===== src/hdl/spread_defs.svh =====
// Function
// - spread applies only to spread-capable divider outputs
// - profile bit: 0 down, 1 center spread
// - preset codes custom, four depths, rest reserved
// - preset depths tuned for 200MHz divider
// - each step moves numerator by increment
// - pair format codes four/five drive one output
// - codes six antiphase, seven in phase
// - strap low serial mode, high fuse mode
// - reference clock from either divider, /2 /4 /8
// - pin function low, tristate, refclk, valid
// - divider is 7-bit integer plus 24-bit fraction
`ifndef SPREAD_DEFS_SVH
`define SPREAD_DEFS_SVH
`define OFS_SPREAD_CONTROL 4'h4
`define OFS_SPREAD_STEP_INCREMENT 4'h5
`define OFS_PIN_FUNCTION_CONTROL 4'h7
`define OFS_SPREAD_PRESET_CONFIG 4'h9
`define OFS_DIV0_INT 4'h0
`define OFS_DIV0_NUM_HI 4'h1
`define OFS_DIV0_NUM_LO 4'h2
`define OFS_DIV1_INT 4'h3
`define OFS_DIV1_NUM_HI 4'h6
`define OFS_DIV1_NUM_LO 4'h8
`define OFS_DEVICE_CONTROL 4'hA
`define BIT_SPREAD_ENABLE 0
`define BIT_PROFILE_SELECT 1
`define STEP_COUNT_LSB 2
`define STEP_COUNT_MSB 14
`define PRESET_LSB 9
`define PRESET_MSB 11
`define PAIR_ONE_FMT_LSB 2
`define PAIR_ONE_FMT_MSB 4
`define PAIR_TWO_FMT_LSB 9
`define PAIR_TWO_FMT_MSB 11
`define REFCLK_SRC_BIT 12
`define REFCLK_DIV_LSB 5
`define REFCLK_DIV_MSB 6
`define PIN_FUNC_LSB 13
`define PIN_FUNC_MSB 14
`define BIT_POWER_DOWN 0
`define BIT_FUSE_INHIBIT 1
`define RESET_PIN_FUNC_CTRL 16'h4000
`define RESET_PAIR_FMT 3'h7
`define PRESET_STEPS 13'h0C66
`define PRESET_INC_1 16'h00D4
`define PRESET_INC_2 16'h0213
`define PRESET_INC_3 16'h027D
`define PRESET_INC_4 16'h0428
`define SETTLE_NS 1000
`define CLK_NS 100
`define SETTLE_CYCLES ((`SETTLE_NS + `CLK_NS - 1) / `CLK_NS)
`endif


===== src/hdl/spread_pkg.sv =====
package spread_pkg;
    typedef enum logic [1:0] {PIN_LOW, PIN_TRISTATE, PIN_REFCLK, PIN_VALID} pin_func_e;
    typedef enum logic {SWEEP_UP, SWEEP_DOWN} sweep_e;
    typedef struct packed {
        logic first;
        logic second;
    } pair_out_s;
endpackage


===== src/hdl/spread_output_config.sv =====
`timescale 1ns/1ns
`default_nettype none
`include "spread_defs.svh"
module spread_output_config (
    input wire logic CORE_CLK,
    input wire logic RST_N,
    input wire logic REG_WR,
    input wire logic REG_RD,
    input wire logic [3:0] REG_ADDR,
    input wire logic [15:0] REG_WDATA,
    output logic [15:0] REG_RDATA,
    input wire logic DIV0_CLK,
    input wire logic DIV1_CLK,
    input wire logic STRAP_PIN_IN,
    output logic STRAP_PIN_OUT,
    output logic STRAP_PIN_OE,
    output logic FUSE_MODE,
    output logic [23:0] DIV0_NUMERATOR,
    output logic [6:0] DIV0_INTEGER,
    output logic [23:0] DIV1_NUMERATOR,
    output logic [6:0] DIV1_INTEGER,
    output logic PAIR_ONE_FIRST_OUTPUT,
    output logic PAIR_ONE_SECOND_OUTPUT,
    output logic PAIR_TWO_FIRST_OUTPUT,
    output logic PAIR_TWO_SECOND_OUTPUT
);
    ////////////////////////////////////////////////////////////////////////
    // register file
    logic [15:0] spread_control_reg, spread_control_next; // enable, profile, steps
    logic [15:0] spread_step_increment_reg, spread_step_increment_next;
    logic [15:0] pin_function_control_reg, pin_function_control_next;
    logic [15:0] spread_preset_config_reg, spread_preset_config_next;
    logic [15:0] device_control_reg, device_control_next; // power-down, fuse inhibit
    logic [6:0] div0_int_reg, div0_int_next;
    logic [23:0] div0_num_reg, div0_num_next;
    logic [6:0] div1_int_reg, div1_int_next;
    logic [23:0] div1_num_reg, div1_num_next;
    logic [15:0] rdata_reg, rdata_next;
    logic clk_valid_reg, clk_valid_next; // outputs settled after power-down release

    // register writes and read mux
    always_comb begin
        spread_control_next = spread_control_reg;
        spread_step_increment_next = spread_step_increment_reg;
        pin_function_control_next = pin_function_control_reg;
        spread_preset_config_next = spread_preset_config_reg;
        device_control_next = device_control_reg;
        div0_int_next = div0_int_reg;
        div0_num_next = div0_num_reg;
        div1_int_next = div1_int_reg;
        div1_num_next = div1_num_reg;
        rdata_next = rdata_reg;
        if (REG_WR) begin
            case (REG_ADDR)
                `OFS_SPREAD_CONTROL: spread_control_next = REG_WDATA;
                `OFS_SPREAD_STEP_INCREMENT: spread_step_increment_next = REG_WDATA;
                `OFS_PIN_FUNCTION_CONTROL: pin_function_control_next = REG_WDATA;
                `OFS_SPREAD_PRESET_CONFIG: spread_preset_config_next = REG_WDATA;
                `OFS_DEVICE_CONTROL: device_control_next = {14'h0000, REG_WDATA[1:0]};
                `OFS_DIV0_INT: div0_int_next = REG_WDATA[9:3];
                `OFS_DIV0_NUM_HI: div0_num_next[23:16] = REG_WDATA[15:8];
                `OFS_DIV0_NUM_LO: div0_num_next[15:0] = REG_WDATA;
                `OFS_DIV1_INT: div1_int_next = REG_WDATA[15:9];
                `OFS_DIV1_NUM_HI: div1_num_next[23:16] = REG_WDATA[12:5];
                `OFS_DIV1_NUM_LO: div1_num_next[15:0] = REG_WDATA;
                default: ; // unmapped writes are dropped
            endcase
        end
        if (REG_RD) begin
            case (REG_ADDR)
                `OFS_SPREAD_CONTROL: rdata_next = spread_control_reg;
                `OFS_SPREAD_STEP_INCREMENT: rdata_next = spread_step_increment_reg;
                `OFS_PIN_FUNCTION_CONTROL: rdata_next = pin_function_control_reg;
                `OFS_SPREAD_PRESET_CONFIG: rdata_next = spread_preset_config_reg;
                `OFS_DEVICE_CONTROL: rdata_next = {13'h0000, clk_valid_reg, device_control_reg[1:0]};
                `OFS_DIV0_INT: rdata_next = {6'h00, div0_int_reg, 3'h0};
                `OFS_DIV0_NUM_HI: rdata_next = {div0_num_reg[23:16], 8'h00};
                `OFS_DIV0_NUM_LO: rdata_next = div0_num_reg[15:0];
                `OFS_DIV1_INT: rdata_next = {div1_int_reg, 9'h000};
                `OFS_DIV1_NUM_HI: rdata_next = {3'h0, div1_num_reg[23:16], 5'h00};
                `OFS_DIV1_NUM_LO: rdata_next = div1_num_reg[15:0];
                default: rdata_next = 16'h0000; // unmapped reads return zero
            endcase
        end
    end

    ////////////////////////////////////////////////////////////////////////
    // spread modulator
    logic spread_enable;
    logic center_spread;
    logic [2:0] preset;
    logic [12:0] step_count;
    logic [15:0] step_inc;
    logic [12:0] step_reg, step_next;
    logic [23:0] offset_reg, offset_next; // numerator offset from base
    spread_pkg::sweep_e dir_reg, dir_next;
    logic [23:0] num_out_reg, num_out_next;
    logic [28:0] span; // full sweep height: step count times increment

    assign spread_enable = spread_control_reg[`BIT_SPREAD_ENABLE];
    assign center_spread = spread_control_reg[`BIT_PROFILE_SELECT];
    assign preset = spread_preset_config_reg[`PRESET_MSB:`PRESET_LSB];

    // preset table; depths assume a 200MHz divider output
    always_comb begin
        step_count = `PRESET_STEPS;
        step_inc = 16'h0000;
        case (preset)
            3'h0: begin
                step_count = spread_control_reg[`STEP_COUNT_MSB:`STEP_COUNT_LSB];
                step_inc = spread_step_increment_reg;
            end
            3'h1: step_inc = `PRESET_INC_1;
            3'h2: step_inc = `PRESET_INC_2;
            3'h3: step_inc = `PRESET_INC_3;
            3'h4: step_inc = `PRESET_INC_4;
            default: step_inc = 16'h0000; // reserved codes give no modulation
        endcase
    end

    assign span = {16'h0000, step_count} * {13'h0000, step_inc};

    // triangle sweep; held idle while powered down so reprogramming is clean
    always_comb begin
        step_next = step_reg;
        offset_next = offset_reg;
        dir_next = dir_reg;
        if (!spread_enable || device_control_reg[`BIT_POWER_DOWN] || step_count == 13'h0000) begin
            step_next = 13'h0000;
            offset_next = 24'h000000;
            dir_next = spread_pkg::SWEEP_UP;
        end else if (step_reg >= step_count - 13'h0001) begin
            step_next = 13'h0000;
            dir_next = (dir_reg == spread_pkg::SWEEP_UP) ? spread_pkg::SWEEP_DOWN
                                                         : spread_pkg::SWEEP_UP;
        end else begin
            step_next = step_reg + 13'h0001;
        end
        if (spread_enable && !device_control_reg[`BIT_POWER_DOWN] && step_count != 13'h0000) begin
            if (dir_reg == spread_pkg::SWEEP_UP)
                offset_next = offset_reg + {8'h00, step_inc};
            else
                offset_next = offset_reg - {8'h00, step_inc};
        end
        // down-spread raises divide ratio; center starts half a sweep lower
        if (center_spread)
            num_out_next = div0_num_reg + offset_reg - span[24:1];
        else
            num_out_next = div0_num_reg + offset_reg;
        if (!spread_enable)
            num_out_next = div0_num_reg;
    end

    ////////////////////////////////////////////////////////////////////////
    // pin function, reference clock, output pairs
    logic [3:0] settle_reg, settle_next;
    logic [2:0] ref_div_reg, ref_div_next;
    logic src_prev_reg, src_prev_next; // last sampled source level, for edge finding
    logic ref_clk_reg, ref_clk_next;
    logic pin_out_reg, pin_out_next, pin_oe_reg, pin_oe_next;
    logic strap_taken_reg, strap_taken_next, fuse_mode_reg, fuse_mode_next;
    spread_pkg::pair_out_s pair1_reg, pair1_next, pair2_reg, pair2_next;
    spread_pkg::pin_func_e pin_func;
    logic ref_src;

    assign pin_func = spread_pkg::pin_func_e'(pin_function_control_reg[`PIN_FUNC_MSB:`PIN_FUNC_LSB]);
    assign ref_src = pin_function_control_reg[`REFCLK_SRC_BIT] ? DIV1_CLK : DIV0_CLK;

    // pair format decode
    function automatic spread_pkg::pair_out_s fmt(input logic [2:0] code, input logic clk);
        spread_pkg::pair_out_s r;
        r = '0;
        case (code)
            3'h4: r.first = clk;
            3'h5: r.second = clk;
            3'h6: begin
                r.first = clk;
                r.second = ~clk;
            end
            3'h7: begin
                r.first = clk;
                r.second = clk;
            end
            default: r = '0; // reserved
        endcase
        return r;
    endfunction

    // strap capture, settle counter, pin mux
    always_comb begin
        strap_taken_next = 1'b1;
        fuse_mode_next = strap_taken_reg ? fuse_mode_reg : STRAP_PIN_IN;
        settle_next = settle_reg;
        if (device_control_reg[`BIT_POWER_DOWN])
            settle_next = 4'h0;
        else if (settle_reg != 4'(`SETTLE_CYCLES))
            settle_next = settle_reg + 4'h1;
        clk_valid_next = (settle_reg == 4'(`SETTLE_CYCLES));
        // count rising edges of the chosen divider, not core cycles
        src_prev_next = ref_src;
        ref_div_next = ref_div_reg;
        if (ref_src && !src_prev_reg)
            ref_div_next = ref_div_reg + 3'h1;
        case (pin_function_control_reg[`REFCLK_DIV_MSB:`REFCLK_DIV_LSB])
            2'h0: ref_clk_next = ref_div_reg[0];
            2'h1: ref_clk_next = ref_div_reg[1];
            default: ref_clk_next = ref_div_reg[2];
        endcase
        pin_out_next = 1'b0;
        pin_oe_next = strap_taken_reg;
        case (pin_func)
            spread_pkg::PIN_LOW: pin_out_next = 1'b0;
            spread_pkg::PIN_TRISTATE: pin_oe_next = 1'b0;
            spread_pkg::PIN_REFCLK: pin_out_next = ref_clk_reg;
            spread_pkg::PIN_VALID: pin_out_next = clk_valid_reg;
            default: pin_out_next = 1'b0;
        endcase
        pair1_next = fmt(pin_function_control_reg[`PAIR_ONE_FMT_MSB:`PAIR_ONE_FMT_LSB], DIV0_CLK);
        pair2_next = fmt(pin_function_control_reg[`PAIR_TWO_FMT_MSB:`PAIR_TWO_FMT_LSB], DIV0_CLK);
        if (!clk_valid_reg) begin
            pair1_next = '0;
            pair2_next = '0;
        end
    end

    ////////////////////////////////////////////////////////////////////////
    // all state registers
    always_ff @(posedge CORE_CLK or negedge RST_N) begin
        if (!RST_N) begin
            spread_control_reg <= 16'h0000;
            spread_step_increment_reg <= 16'h0000;
            pin_function_control_reg <= `RESET_PIN_FUNC_CTRL | 16'h0E1C;
            spread_preset_config_reg <= 16'h0000;
            device_control_reg <= 16'h0000;
            div0_int_reg <= 7'h00;
            div0_num_reg <= 24'h000000;
            div1_int_reg <= 7'h00;
            div1_num_reg <= 24'h000000;
            rdata_reg <= 16'h0000;
            step_reg <= 13'h0000;
            offset_reg <= 24'h000000;
            dir_reg <= spread_pkg::SWEEP_UP;
            num_out_reg <= 24'h000000;
            clk_valid_reg <= 1'b0;
            settle_reg <= 4'h0;
            ref_div_reg <= 3'h0;
            src_prev_reg <= 1'b0;
            ref_clk_reg <= 1'b0;
            pin_out_reg <= 1'b0;
            pin_oe_reg <= 1'b0;
            strap_taken_reg <= 1'b0;
            fuse_mode_reg <= 1'b0;
            pair1_reg <= '0;
            pair2_reg <= '0;
        end else begin
            spread_control_reg <= spread_control_next;
            spread_step_increment_reg <= spread_step_increment_next;
            pin_function_control_reg <= pin_function_control_next;
            spread_preset_config_reg <= spread_preset_config_next;
            device_control_reg <= device_control_next;
            div0_int_reg <= div0_int_next;
            div0_num_reg <= div0_num_next;
            div1_int_reg <= div1_int_next;
            div1_num_reg <= div1_num_next;
            rdata_reg <= rdata_next;
            step_reg <= step_next;
            offset_reg <= offset_next;
            dir_reg <= dir_next;
            num_out_reg <= num_out_next;
            clk_valid_reg <= clk_valid_next;
            settle_reg <= settle_next;
            ref_div_reg <= ref_div_next;
            src_prev_reg <= src_prev_next;
            ref_clk_reg <= ref_clk_next;
            pin_out_reg <= pin_out_next;
            pin_oe_reg <= pin_oe_next;
            strap_taken_reg <= strap_taken_next;
            fuse_mode_reg <= fuse_mode_next;
            pair1_reg <= pair1_next;
            pair2_reg <= pair2_next;
        end
    end

    assign REG_RDATA = rdata_reg;
    assign STRAP_PIN_OUT = pin_out_reg;
    assign STRAP_PIN_OE = pin_oe_reg;
    assign FUSE_MODE = fuse_mode_reg;
    assign DIV0_NUMERATOR = num_out_reg;
    assign DIV0_INTEGER = div0_int_reg;
    assign DIV1_NUMERATOR = div1_num_reg; // second divider never modulated
    assign DIV1_INTEGER = div1_int_reg;
    assign PAIR_ONE_FIRST_OUTPUT = pair1_reg.first;
    assign PAIR_ONE_SECOND_OUTPUT = pair1_reg.second;
    assign PAIR_TWO_FIRST_OUTPUT = pair2_reg.first;
    assign PAIR_TWO_SECOND_OUTPUT = pair2_reg.second;
endmodule
`default_nettype wire


===== config.mk =====
export PLATFORM = sky130hd
export DESIGN_NAME = spread_output_config
export DESIGN_NICKNAME = d
export VERILOG_FILES = /design/src/hdl/spread_pkg.sv /design/src/hdl/spread_output_config.sv
export VERILOG_INCLUDE_DIRS = /design/src /design/src/hdl
export SDC_FILE = /design/constraint.sdc
export NUM_CORES = 1
export LEC_CHECK = 0
export BUFFER_PORTS_ARGS = -buffer_cell sky130_fd_sc_hd__buf_2
export CORE_MARGIN = 4
export CORE_UTILIZATION = 29
export CTS_CLUSTER_DIAMETER = 100
export DETAILED_ROUTE_END_ITERATION = 10
export GPL_TIMING_DRIVEN = 0
export PLACE_DENSITY_LB_ADDON = 0.3
export SLEW_MARGIN = 10
export SYNTH_ARGS = -nofsm -noshare
export SYNTH_HDL_FRONTEND = slang
export SYNTH_SLANG_ARGS = --single-unit

===== constraint.sdc =====
create_clock -name CORE_CLK -period 10.7 [get_ports CORE_CLK]
set_input_delay 2.14 -clock CORE_CLK [delete_from_list [all_inputs] [get_ports CORE_CLK]]
set_output_delay 2.14 -clock CORE_CLK [all_outputs]
set_load 0.01 [all_outputs]

==> results.json <==
{
  "status": "finished clean",
  "yosysTopAreaCell": "dfrtp_1",
  "mostFrequentLayoutCell": "inv_1",
  "syn_inst": 2123,
  "min_from": "ref_div_reg[2]$_DFFE_PN0P_",
  "netlist.area_leader.share_pct": 27.3,
  "fin_crit_ns": 9.63,
  "r2r-end": "DIV0_NUMERATOR[23]$_DFF_PN0_",
  "nNetsFinal": 2590,
  "layout-drive-gt1-share_pct": 14.2,
  "fin_cells": 3160,
  "async_flop_share_pct": 100,
  "path_max_fanout": 10,
  "wl_per_cell_um": 21.8,
  "worstSetupEndpointType": "register",
  "worstPathArrival_ns": 10.10,
  "dp.cells": 3106,
  "clock_latency_ns": 0.59,
  "hp-class": "reg2reg",
  "slowest_delay_ns": 0.58,
  "ioPinCount": 112,
  "grt_pass1_wl_um": 106000,
  "finalHoldViolations": 0,
  "routed_via_density": 5.20,
  "place.gp.congestion": 0.918,
  "drv_slew": 0,
  "r2r_start": "spread_preset_config_reg[9]$_DFFE_PN0P_",
  "dieHeight_um": 270,
  "ys_ff_latch": 224,
  "period_share_pct": 90.0,
  "maxCapViolCount": 0,
  "reg2reg_slack_ns": 1.07,
  "start_kind": "register",
  "post_cts_buffers": 0,
  "final_util_pct": 33.4,
  "setup_slack_ns": 1.07,
  "final_cell_mix": "inv_1, dfrtp_1, nor2_1",
  "synth_nets": 2449,
  "die_area_mm2": 0.0729,
  "first_global_vias": 17200,
  "grt_setup_unrepaired": "false",
  "cts_tree": "yes",
  "synth_seq_area_share_pct": 28.2,
  "cts-buffers-inserted": 29,
  "port_buffers": 107,
  "setup_violations": 0,
  "routed_wl_um": 68900,
  "cp.required_ns": 11.17,
  "synth.area.top_cells": "dfrtp_1, fa_1, ha_1, mux2_2, inv_1",
  "start_util_pct": 29.4,
  "syn_to_final_growth_pct": 13.5,
  "hold_buffers": 0,
  "synth.distinct_cells": 75,
  "antenna_found_initial": 3,
  "whs_path_depth": 1,
  "syn_area_per_cell_um2": 9.38,
  "firstDrtPassIters": 7,
  "antenna_left": 0,
  "fin_skew_ns": 0.0425,
  "cts.sinks": 224,
  "critPathSlowestCell": "or4b_1",
  "rows": 95,
  "ys_warn_count": 0,
  "min_to": "ref_div_reg[2]$_DFFE_PN0P_",
  "ctsResizeCount": 0,
  "cts_buffer_depth": 3,
  "drt-initial-drc-count": 1197,
  "synth_flop_cell": "dfrtp_1",
  "cts-root-buf": "clkbuf_16",
  "synth_edf_count": 0,
  "dp_slack_ns": 1.17,
  "hpwl_um": 55700,
  "critical_path_class": "reg2reg",
  "synth_area_mm2": 0.0199,
  "drc": 0,
  "cpMostUsedCell": "ha_1",
  "path_clk_slew_ns": 0.06,
  "tightest_slew_ns": 1.06,
  "setup-tns-final_ns": 0,
  "via_count": 16400,
  "grt-ovfl-total": 0,
  "fmax_ghz": 0.104,
  "groute.usage.overall_pct": 18.6,
  "slew_headroom_pct": 29.1,
  "grt_max_degree": 104,
  "fp.coreArea_mm2": 0.0676,
  "rr_worst_depth": 35,
  "die_w_um": 270,
  "htreeDepth": 1
}
[layer usage]
metal / up-vias / global-route usage, % / wire length, µm
met2: 518 / 31.3 / 32600
met3: 99 / 3.25 / 4210
li1: 7486 / - / -
met1: 8342 / 24.5 / 30000
met5: - / 0 / 0
met4: 0 / 5.42 / 2100
[metrics by stage]
stage               hold slack [ns]  cell area, µm²
finish                        0.479           22600
global route                  0.510           22600
CTS                           0.478           22600
detailed placement            0.468           21600
global placement              0.459           21500
floorplan                     0.445           19900
[logic make-up after synthesis]
family,Yosys count,synth area share [%]
mux,155,8.70
buf+inv,342,6.51
xor+xnor,122,5.44
other cells,1,0.0188
simple gates,610,14.3
fa+ha+maj,299,24.5
flops,224,28.2
compound gates,370,12.3
[worst max-delay path by stage]
stage,from,slack [ns],cells after the start,end
after global placement,spread_preset_config_reg[9]$_DFFE_PN0P_,1.20,35,DIV0_NUMERATOR[23]$_DFF_PN0_
final,spread_preset_config_reg[9]$_DFFE_PN0P_,1.07,35,DIV0_NUMERATOR[23]$_DFF_PN0_
after global routing,spread_preset_config_reg[9]$_DFFE_PN0P_,0.65,35,DIV0_NUMERATOR[23]$_DFF_PN0_
after detailed placement,spread_preset_config_reg[9]$_DFFE_PN0P_,1.17,35,DIV0_NUMERATOR[23]$_DFF_PN0_
after CTS,spread_preset_config_reg[9]$_DFFE_PN0P_,1.12,35,DIV0_NUMERATOR[23]$_DFF_PN0_
after floorplan,spread_preset_config_reg[10]$_DFFE_PN0P_,2.86,33,DIV0_NUMERATOR[23]$_DFF_PN0_
[final cells by class]
class	count	area, µm²
Buffer	92	358
Multi-Input combinational cell	1557	13000
Clock buffer	38	790
Sequential cell	224	5610
Fill cell	6994	45000
Inverter	250	938
Timing Repair Buffer	110	608
Clock inverter	15	176
Antenna cell	1	2.50
Tap cell	873	1090
[synthesized netlist by cell type, types with 4 or more instances]
cell type / instances
o21bai_1: 11
a31oi_1: 18
a21oi_1: 92
buf_1: 12
fa_1: 152
o31ai_1: 4
ha_1: 147
nor4_1: 5
o211ai_1: 11
a32oi_1: 4
inv_1: 248
clkbuf_1: 75
or2_2: 11
buf_2: 4
dfrtp_1: 217
xnor2_1: 71
mux2_2: 134
nor2b_1: 21
nor3_1: 37
nand3b_1: 4
mux2i_1: 20
a221oi_1: 9
o21a_1: 21
a21o_1: 37
nor2_1: 200
xor2_1: 50
and3_1: 61
o22ai_1: 20
a211oi_1: 8
or3_1: 8
dfstp_2: 7
a222oi_1: 7
o21ai_0: 61
nand4_1: 10
a21boi_0: 6
nand2_1: 164
a22o_1: 4
and2_1: 13
nand2b_1: 15
a22oi_1: 27
nand3_1: 48
[worst max-delay path, delay by kind of cell, from the launching register on]
family	cells	cell delay, ns
AO/OA/AOI/OAI	10	1.86
XOR/XNOR	3	0.73
adder cells (fa/ha/maj)	7	2.57
buffers and inverters	5	1.82
flip-flops	1	0.38
multiplexers	1	0.27
AND/OR/NAND/NOR	9	1.87
Power is left out: the tool's default activity adds up to more than one toggle a clock period on the data nets, which glitch-free logic cannot reach.
